File: src/rtdc_pkg.sv
/*
 * Package for the transmitter drive control block: register offsets,
 * field positions, reset values, encodings and shared driver types.
 * Assumes an 8-bit register port with byte addresses.
 */
package rtdc_pkg;

    // Register offsets
    localparam logic [7:0] RTDC_ADDR_DRIVER_MODE = 8'h28;
    localparam logic [7:0] RTDC_ADDR_CARRIER_AMP = 8'h29;
    localparam logic [7:0] RTDC_ADDR_MOD_SOURCE  = 8'h2A;

    // Reset values
    localparam logic [7:0] RTDC_RST_DRIVER_MODE = 8'h00;
    localparam logic [7:0] RTDC_RST_CARRIER_AMP = 8'h00;
    localparam logic [7:0] RTDC_RST_MOD_SOURCE  = 8'h00;

    // Writable bit masks; reserved bits read as zero
    localparam logic [7:0] RTDC_MASK_DRIVER_MODE = 8'hCF;
    localparam logic [7:0] RTDC_MASK_CARRIER_AMP = 8'hDF;
    localparam logic [7:0] RTDC_MASK_MOD_SOURCE  = 8'hFF;

    // Field positions
    localparam int RTDC_POS_PIN_TWO_INV  = 7;
    localparam int RTDC_POS_PIN_ONE_INV  = 6;
    localparam int RTDC_POS_DRV_ENABLE   = 3;
    localparam int RTDC_POS_CLK_MODE     = 0;
    localparam int RTDC_POS_AMP_RED      = 6;
    localparam int RTDC_POS_RESIDUAL     = 0;
    localparam int RTDC_POS_OVERSHOOT    = 4;
    localparam int RTDC_POS_CARRIER_MAX  = 3;
    localparam int RTDC_POS_MOD_INVERT   = 2;
    localparam int RTDC_POS_MOD_SEL      = 0;

    // Driver clock mode codes that software must not use
    localparam logic [2:0] RTDC_CLK_MODE_BAD_A = 3'h3;
    localparam logic [2:0] RTDC_CLK_MODE_BAD_B = 3'h6;

    // Modulation source encodings
    localparam logic [1:0] RTDC_SEL_NONE     = 2'h0;
    localparam logic [1:0] RTDC_SEL_ENVELOPE = 2'h1;
    localparam logic [1:0] RTDC_SEL_EXTERNAL = 2'h2;

    // Settings handed to the analog drivers
    typedef struct packed {
        logic [2:0] clock_mode;
        logic [1:0] amplitude_reduction;
        logic       carrier_max;
        logic [4:0] residual_level;
    } rtdc_analog_t;

    // Drive values for the two transmitter pins
    typedef struct packed {
        logic first_drive;
        logic first_enable;
        logic second_drive;
        logic second_enable;
    } rtdc_pins_t;

endpackage : rtdc_pkg

File: src/rtdc_drive_control.sv
/*
 * Transmitter drive control: three configuration registers on an 8-bit
 * register port, modulation source selection and inversion, overshoot
 * extension, and the two transmitter pin drives.
 * Assumes envelope and carrier tick come from logic on the same clock;
 * the external signal input is asynchronous and is synchronised here.
 */
// Summary of operation
// Invert bit inverts second output pin
// Invert bit inverts first output pin
// Enable bit enables both output pins
// Software avoids codes 011b and 110b
// Clock mode field selects output style
// Two-bit amplitude reduction forwarded to driver
// Carrier maximum overrides amplitude reduction
// Five-bit residual carrier level applied
// Overshoot field extends modulation carrier clocks
// Invert bit inverts selected modulation
// Select none, envelope, or external input
// Reserved bits ignore writes, read zero
`timescale 1ns/1ps
module rtdc_drive_control
    import rtdc_pkg::*;
(
    input  wire logic       clock,
    input  wire logic       resetn,
    input  wire logic [7:0] reg_addr,
    input  wire logic       reg_write,
    input  wire logic       reg_read,
    input  wire logic [7:0] reg_wdata,
    output logic [7:0]      reg_rdata,
    input  wire logic       internal_transmit_envelope,
    input  wire logic       external_signal_input,
    input  wire logic       carrier_tick,
    output rtdc_analog_t    analog_q,
    output rtdc_pins_t      pins_q,
    output logic            modulation_q,
    output logic            mode_invalid_q
);

    logic [7:0] driver_mode_control_q;
    logic [7:0] carrier_amplitude_control_q;
    logic [7:0] modulation_source_control_q;
    logic [7:0] rdata_d;
    logic       ext_sync1_q;
    logic       ext_sync2_q;

    // Address decode
    wire sel_mode = (reg_addr == RTDC_ADDR_DRIVER_MODE);
    wire sel_amp  = (reg_addr == RTDC_ADDR_CARRIER_AMP);
    wire sel_src  = (reg_addr == RTDC_ADDR_MOD_SOURCE);

    // Field extraction
    wire       pin_two_invert = driver_mode_control_q[RTDC_POS_PIN_TWO_INV];
    wire       pin_one_invert = driver_mode_control_q[RTDC_POS_PIN_ONE_INV];
    wire       driver_enable  = driver_mode_control_q[RTDC_POS_DRV_ENABLE];
    wire [2:0] driver_clock_mode = driver_mode_control_q[RTDC_POS_CLK_MODE +: 3];
    wire [1:0] carrier_amplitude_reduction =
        carrier_amplitude_control_q[RTDC_POS_AMP_RED +: 2];
    wire [4:0] residual_level = carrier_amplitude_control_q[RTDC_POS_RESIDUAL +: 5];
    wire [3:0] second_overshoot_length =
        modulation_source_control_q[RTDC_POS_OVERSHOOT +: 4];
    wire       carrier_max       = modulation_source_control_q[RTDC_POS_CARRIER_MAX];
    wire       modulation_invert = modulation_source_control_q[RTDC_POS_MOD_INVERT];
    wire [1:0] modulation_source_select =
        modulation_source_control_q[RTDC_POS_MOD_SEL +: 2];

    // Register writes; reserved bits are masked so they never store
    always_ff @(posedge clock) begin
        if (!resetn) begin
            driver_mode_control_q       <= RTDC_RST_DRIVER_MODE;
            carrier_amplitude_control_q <= RTDC_RST_CARRIER_AMP;
            modulation_source_control_q <= RTDC_RST_MOD_SOURCE;
        end else if (reg_write) begin
            if (sel_mode) driver_mode_control_q <= reg_wdata & RTDC_MASK_DRIVER_MODE;
            if (sel_amp) carrier_amplitude_control_q <= reg_wdata & RTDC_MASK_CARRIER_AMP;
            if (sel_src) modulation_source_control_q <= reg_wdata & RTDC_MASK_MOD_SOURCE;
        end
    end

    // Read mux; unmapped addresses read zero
    assign rdata_d = sel_mode ? driver_mode_control_q :
                     sel_amp  ? carrier_amplitude_control_q :
                     sel_src  ? modulation_source_control_q : 8'h00;

    always_ff @(posedge clock) begin
        if (!resetn) reg_rdata <= 8'h00;
        else if (reg_read) reg_rdata <= rdata_d;
    end

    // External input is asynchronous: two flops before use
    always_ff @(posedge clock) begin
        if (!resetn) begin
            ext_sync1_q <= 1'b0;
            ext_sync2_q <= 1'b0;
        end else begin
            ext_sync1_q <= external_signal_input;
            ext_sync2_q <= ext_sync1_q;
        end
    end

    // Source select; reserved code gives no modulation
    wire mod_raw = (modulation_source_select == RTDC_SEL_ENVELOPE) ? internal_transmit_envelope :
                   (modulation_source_select == RTDC_SEL_EXTERNAL) ? ext_sync2_q :
                   1'b0;
    wire mod_sel = mod_raw ^ modulation_invert;
    wire mod_ext;

    rtdc_overshoot #(
        .LEN_W (4)
    ) u_overshoot (
        .clock        (clock),
        .resetn       (resetn),
        .carrier_tick (carrier_tick),
        .length       (second_overshoot_length),
        .mod_in       (mod_sel),
        .mod_out      (mod_ext)
    );

    // Pin drive: base level is the modulation, each pin inverted on request
    wire pin_one_d = mod_ext ^ pin_one_invert;
    wire pin_two_d = mod_ext ^ pin_two_invert;
    // Unsupported clock codes are flagged; software must avoid them
    wire bad_mode  = (driver_clock_mode == RTDC_CLK_MODE_BAD_A) ||
                     (driver_clock_mode == RTDC_CLK_MODE_BAD_B);

    // Output registers
    always_ff @(posedge clock) begin
        if (!resetn) begin
            pins_q         <= '0;
            analog_q       <= '0;
            modulation_q   <= 1'b0;
            mode_invalid_q <= 1'b0;
        end else begin
            pins_q.first_drive   <= pin_one_d;
            pins_q.second_drive  <= pin_two_d;
            pins_q.first_enable  <= driver_enable;
            pins_q.second_enable <= driver_enable;
            analog_q.clock_mode  <= driver_clock_mode;
            // Carrier max wins; reduction reads as zero to the driver then
            analog_q.amplitude_reduction <= carrier_max ? 2'h0 : carrier_amplitude_reduction;
            analog_q.carrier_max    <= carrier_max;
            analog_q.residual_level <= residual_level;
            modulation_q   <= mod_ext;
            mode_invalid_q <= bad_mode;
        end
    end
endmodule : rtdc_drive_control

File: src/rtdc_overshoot.sv
/*
 * Overshoot extension: stretches the end of the modulation pulse by a
 * programmable number of carrier clocks.
 * Assumes carrier_tick is a one-cycle pulse on the system clock.
 */
`timescale 1ns/1ps
module rtdc_overshoot
    import rtdc_pkg::*;
#(
    parameter int LEN_W = 4
) (
    input  wire logic             clock,
    input  wire logic             resetn,
    input  wire logic             carrier_tick,
    input  wire logic [LEN_W-1:0] length,
    input  wire logic             mod_in,
    output logic                  mod_out
);

    // The counter needs at least one bit and stays small enough to compare cheaply
    if (LEN_W < 1 || LEN_W > 8) begin : g_len_check
        $error("rtdc_overshoot: LEN_W out of range");
    end

    logic             mod_prev_q;
    logic [LEN_W-1:0] count_q;
    logic [LEN_W-1:0] count_d;
    logic             falling;

    // A falling edge of modulation loads the extension length
    assign falling = mod_prev_q & ~mod_in;
    assign count_d = falling ? length :
                     ((carrier_tick && count_q != '0) ? count_q - 1'b1 : count_q);

    // Counter and edge history
    always_ff @(posedge clock) begin
        if (!resetn) begin
            mod_prev_q <= 1'b0;
            count_q    <= '0;
        end else begin
            mod_prev_q <= mod_in;
            count_q    <= count_d;
        end
    end

    // Modulation stays active while extension carrier clocks remain; the fall
    // cycle itself is covered too, else the pulse would dip for one clock
    assign mod_out = mod_in | (falling && (length != '0)) | (count_q != '0);
endmodule : rtdc_overshoot

File: config.mk
export PLATFORM = sky130hd
export DESIGN_NAME = rtdc_drive_control
export DESIGN_NICKNAME = d
export VERILOG_FILES = /design/src/rtdc_pkg.sv /design/src/rtdc_drive_control.sv /design/src/rtdc_overshoot.sv
export SDC_FILE = /design/constraint.sdc
export NUM_CORES = 1
export LEC_CHECK = 0
export BUFFER_PORTS_ARGS = -buffer_cell sky130_fd_sc_hd__buf_4
export CAP_MARGIN = 15
export CORE_MARGIN = 2
export CORE_UTILIZATION = 47
export CTS_CLUSTER_SIZE = 10
export DETAILED_ROUTE_END_ITERATION = 7
export GPL_ROUTABILITY_DRIVEN = 0
export PLACE_DENSITY = 0.74
export SYNTH_ARGS = -nofsm -noshare
export SYNTH_HDL_FRONTEND = slang
export SYNTH_HIERARCHICAL = 1
export SYNTH_SLANG_ARGS = --single-unit
File: constraint.sdc
create_clock -name clock -period 1.39 [get_ports clock]
set_input_delay 0.0695 -clock clock [delete_from_list [all_inputs] [get_ports clock]]
set_output_delay 0.0695 -clock clock [all_outputs]
set_load 0.02 [all_outputs]
# Word level (Yosys, flattened, before mapping)
# Cells that the tools add are included.
[op_classes]
eq_ne = 7
muxes = 7
addsub = 1
order_cmp = 0
reduce_logical = 10
n_bitwise = 8
shifts = 0
div_mod_pow = 0
multipliers = 0
[ops]
columns = ["operator", "count"]
rows = [
  ["equality test 8 x 6 -> 1 bit (second input constant)", 3],
  ["2-to-1 mux 8 bit", 3],
  ["2-to-1 mux 4 bit", 2],
  ["nonzero test 4 bit", 2],
  ["AND reduction 2 bit", 3],
  ["subtractor 4 x 1 -> 4 bit (second input constant)", 1],
  ["equality test 3 x 2 -> 1 bit (second input constant)", 1],
  ["equality test 3 bit (second input constant)", 1],
  ["bitwise XOR 1 bit", 3],
  ["equality test 2 x 1 -> 1 bit (second input constant)", 1],
  ["equality test 2 bit (second input constant)", 1],
  ["logical AND 1 bit", 2],
  ["2-to-1 mux 1 bit", 2],
  ["NOT 1 bit", 2],
  ["OR 1 bit", 2],
  ["nonzero test 2 bit", 1],
  ["OR reduction 2 bit", 1],
  ["AND 1 bit", 1],
  ["logical OR 1 bit", 1],
]
[totals]
n_memories = 0
regBits = 52
latch_bits = 0
ramBits = 0
romBits = 0
in_bits = 23
word_cells = 50
out_inout_bits = 25

# Depth between registers and ports, before layout
[logic_depth]
ltp_word = 10
ltp_mapped = 7
depth_no_buf = 6

# By module
# The synthesis kept the hierarchy.
[modules_own_cells]
columns = ["module", "area_per_inst_um2", "seq_area_each_um2", "cells_each", "n_inst"]
rows = [
  ["rtdc_drive_control", 1810.5, 940.9, 169, 1],
  ["rtdc_overshoot", 294.0, 100.1, 34, 1],
]

# Least setup slack after synthesis
# OpenSTA, ideal clock, no wires.
[synth_timing]
kind = "register -> register"
from = "register u_overshoot.count_q[0]"
to = "register pins_q[1] (netlist bit)"
period_less_slack_ps = 1349
t_required_ps = 1275
n_path_buf = 0
stages_incl_launch_ff = 7
t_arrival_ps = 1234
setup_ps = 115
path_slack_ps = 41
cell_sequence = "dfxtp_1 > inv_1 > ha_1 > nor3b_2 > nand3b_1 > xor2_1 > and2_1"
[synth_between]
elab_chain_len = 3
[synth_rtl]
columns = ["item", "line_no", "text"]
rows = [
  ["start: declaration", "rtdc_overshoot.sv:26", "logic [LEN_W-1:0] count_q;"],
  ["start signal: assignment", "rtdc_overshoot.sv:42", "count_q <= count_d;"],
  ["nonzero test 4 bit", "rtdc_overshoot.sv:48", "assign mod_out = mod_in | (falling && (length != '0)) | (count_q != '0);"],
  ["OR 1 bit", "rtdc_overshoot.sv:48", ""],
  ["named net mod_ext", "rtdc_drive_control.sv:107", "wire mod_ext;"],
  ["bitwise XOR 1 bit", "rtdc_drive_control.sv:122", "wire pin_two_d = mod_ext ^ pin_two_invert;"],
  ["end: declaration", "rtdc_drive_control.sv:36", "output rtdc_pins_t pins_q,"],
]
# The timed path passes the listed nets, and every way through them passes these cells.
# A chain may end at the register's enable or synchronous reset.

# Worst setup path in the final report
[layout_timing]
from = "register modulation_source_control_q[4]"
to = "register pins_q[1] (netlist bit)"
[layout_between]
elab_chain_len = 5
[layout_rtl]
columns = ["item", "line_no", "text"]
rows = [
  ["start: declaration", "rtdc_drive_control.sv:43", "logic [7:0] modulation_source_control_q;"],
  ["start signal: assignment", "rtdc_drive_control.sv:77", "if (sel_src) modulation_source_control_q <= reg_wdata & RTDC_MASK_MOD_SOURCE;"],
  ["nonzero test 4 bit", "rtdc_overshoot.sv:48", ""],
  ["logical AND 1 bit", "rtdc_overshoot.sv:48", ""],
  ["OR 1 bit (2 in series)", "rtdc_overshoot.sv:48", ""],
  ["named net mod_ext", "rtdc_drive_control.sv:107", ""],
  ["bitwise XOR 1 bit", "rtdc_drive_control.sv:122", ""],
]
# The timed path passes the listed nets, and every way through them passes these cells.

==> results.json <==
{
  "grt_pass1_vias": 1496,
  "antenna_found_initial": 0,
  "path_max_fanout": 4,
  "drive_above_1_share_pct": 30.4,
  "multi_input_area_um2": 956,
  "wl_per_cell_um": 14.1,
  "gr-usage-met1_pct": 23.9,
  "overflow": 0,
  "grt_pass1_wl_mm": 6.95,
  "synth_top_area_cell": "dfxtp_1",
  "drc_errors": 0,
  "clock_latency_ns": 0.31,
  "setup_viol": 2,
  "critPathCaptureType": "flop",
  "synth_cell_type_count": 41,
  "synth_warnings": 6,
  "r2r_slack_ns": -0.01,
  "initial_core_util_pct": 48.7,
  "cts_max_level": 2,
  "p_leak_nw": 1.38,
  "maxSlewViolCount": 0,
  "final_antenna_net_count": 0,
  "cts.sinks": 52,
  "clk_pin_slew_ns": 0.09,
  "met2_usage_pct": 27.0,
  "row_count": 24,
  "core_um2": 4320,
  "async_flop_share_pct": 0,
  "fin_nets": 284,
  "hpwl_mm": 3.11,
  "post-route-period-util_pct": 101,
  "setup_slack_ns": -0.0133,
  "die_area_um2": 5030,
  "hold_viol": 0,
  "relSlewSlack_pct": 70.3,
  "die_y_um": 70.9,
  "areaGrowthSynthToFinish_pct": 29.3,
  "synth_edf_count": 0,
  "instances_no_fill": 312,
  "grt_max_degree": 52,
  "fmax_ghz": 0.713,
  "viasPerCell": 5.15,
  "rsz0062_at_grt": "yes",
  "stdcell_area_um2": 2720,
  "ys_top_cells_by_area": "dfxtp_1 49%, mux2i_1 13%, nand2_1 6.4%, a32o_1 2.9%, inv_1 2.5%",
  "io_pins": 48,
  "place_area_um2": 2550,
  "root_buffer": "clkbuf_8",
  "drt-initial-drc-count": 92,
  "met3_usage_pct": 5.27,
  "cp-startpoint": "modulation_source_control_q[4]",
  "max-cap-violations": 0,
  "critPathArrivalTime_ns": 1.61,
  "p_per_area_nw_per_um2": 1340,
  "top_usage_layer": "met2",
  "fillers": 367,
  "synthCells": 203,
  "reg2reg_depth": 4,
  "syn_nets": 227,
  "required_ns": 1.60,
  "violations": "negative setup slack",
  "ys_ff_latch": 52,
  "syn_avg_cell_area_um2": 10.4,
  "seq_area_um2": 1040,
  "tritoncts": "done",
  "ys_seq_area_share_pct": 49.5,
  "r2r_start": "modulation_source_control_q[4]",
  "synthDominantCellAreaShare_pct": 49.5,
  "fin_skew_ns": 0.00339,
  "final.min_clock_period_ns": 1.40,
  "synthMostInstantiatedCell": "dfxtp_1",
  "crit_path_start_kind": "flop",
  "num_antenna_cells": 0,
  "reg2reg_to": "pins_q[1]",
  "worstSetupPathType": "reg2reg",
  "min_path_type": "in2reg",
  "worstMarginPinSlew_ns": 0.444,
  "vias": 1608,
  "ir_worst_vdd_uv": 1090,
  "clock_path_buffers": 2,
  "track_usage_pct": 17.7,
  "dp_cells": 302,
  "port_buffers": 47,
  "crit_end": "pins_q[1]",
  "wl_mm": 4.39,
  "numCtsBuffers": 5,
  "syn_area_um2": 2100,
  "outcome": "complete, but fails checks",
  "synth_flop_cell": "dfxtp_1",
  "dpl_worst_slack_ns": -0.0439,
  "synth.top_cells.by_count": "52 x dfxtp_1, 36 x nand2_1, 28 x mux2i_1",
  "drt-pass1-iter-count": 4,
  "die_x_um": 70.9,
  "power_w": 0.00364
}
critical path, stage by stage, from the launching register on:
cell and delay (ns):
dfxtp_1 0.36, o41ai_1 0.39, nand3b_1 0.22, xor2_1 0.18, and2_1 0.16
registers in the layout, indices dropped and copies added (netlist names):
name	count
driver_mode_control_q	6
pins_q	3
mode_invalid_q	1
modulation_source_control_q	8
ext_sync1_q	1
reg_rdata	8
u_overshoot/count_q	4
u_overshoot/mod_prev_q	1
modulation_q	1
ext_sync2_q	1
analog_q	11
carrier_amplitude_control_q	7
layer usage:
metal | wire length (um) | up-vias | part of all wire, %
met1 | 2050 | 744 | 47
met3 | 260 | 7 | 5.9
li1 | - | 814 | -
met5 | 0 | - | 0
met2 | 2000 | 43 | 46
met4 | 74 | 0 | 1.7
power breakdown:
group	internal, W	total, W	switching (W)
Sequential	0.00158	0.00162	0.0000454
Clock	0.000708	0.00119	0.000483
Combinational	0.000454	0.000830	0.000376
cell usage in the layout, fill, tap and decap left out, types with 3 or more instances in the layout:
cell,synthesis,routed
nand2_1,36,36
and2_1,7,7
nor2_1,3,3
xor2_1,3,3
inv_1,14,14
clkbuf_8,0,5
buf_4,4,59
mux2i_1,28,28
dfxtp_1,52,49
a32o_1,6,6
o21ai_0,4,3
o2bb2ai_1,6,6
dfxtp_2,0,3
timing repair:
item                                    CTS  global route
endpoints found under the setup margin    6             6
hold buffers                              1             0
resized for setup                         6             1
buffers inserted                          2             0
pin swaps                                 1             4
endpoints found under the hold margin     1             0
final cells by class:
class / count / share of cell area, %
multi-input cells: 126 / 35.1
inverters: 14 / 1.93
repair buffers: 61 / 17.4
clock inverters: 2 / 2.21
flip-flops and latches: 52 / 38.4
well taps: 52 / 2.39
clock buffers: 5 / 2.53
cell families (layout without fill, tap and decap cells):
| kind of cell | Yosys count | in the layout | share of synthesized area, % |
|---|---|---|---|
| simple gates | 67 | 67 | 19.7 |
| flops | 52 | 52 | 49.5 |
| mux | 28 | 28 | 13.3 |
| compound gates | 26 | 26 | 9.63 |
| buf+inv | 25 | 82 | 5.65 |
| xor+xnor | 4 | 4 | 1.66 |
| fa+ha+maj | 1 | 1 | 0.594 |
metrics by stage:
step | hold slack, ns | util, % | TNS, ns
after CTS | 0.00420 | 62.9 | 0
after global placement | 0.279 | 59.0 | 0
after floorplan | 0.197 | - | 0
after detailed placement | 0.283 | 59.0 | -0.156
after global routing | 0.0158 | 62.9 | -0.253
final | 0.00690 | 62.9 | -0.0203
worst min path at each step:
| stage | slack [ns] | start | cells past startpoint | end |
|---|---|---|---|---|
| after CTS | 0.004 | reg_wdata[5] | 3 | modulation_source_control_q[5] |
| after floorplan | 0.20 | external_signal_input | 1 | ext_sync1_q |
| after global placement | 0.28 | external_signal_input | 2 | ext_sync1_q |
| after detailed placement | 0.28 | external_signal_input | 2 | ext_sync1_q |
| final | 0.007 | reg_wdata[5] | 3 | modulation_source_control_q[5] |
| after global routing | 0.02 | reg_wdata[5] | 3 | modulation_source_control_q[5] |
Note: power is estimated with default switching activity, not from simulation.
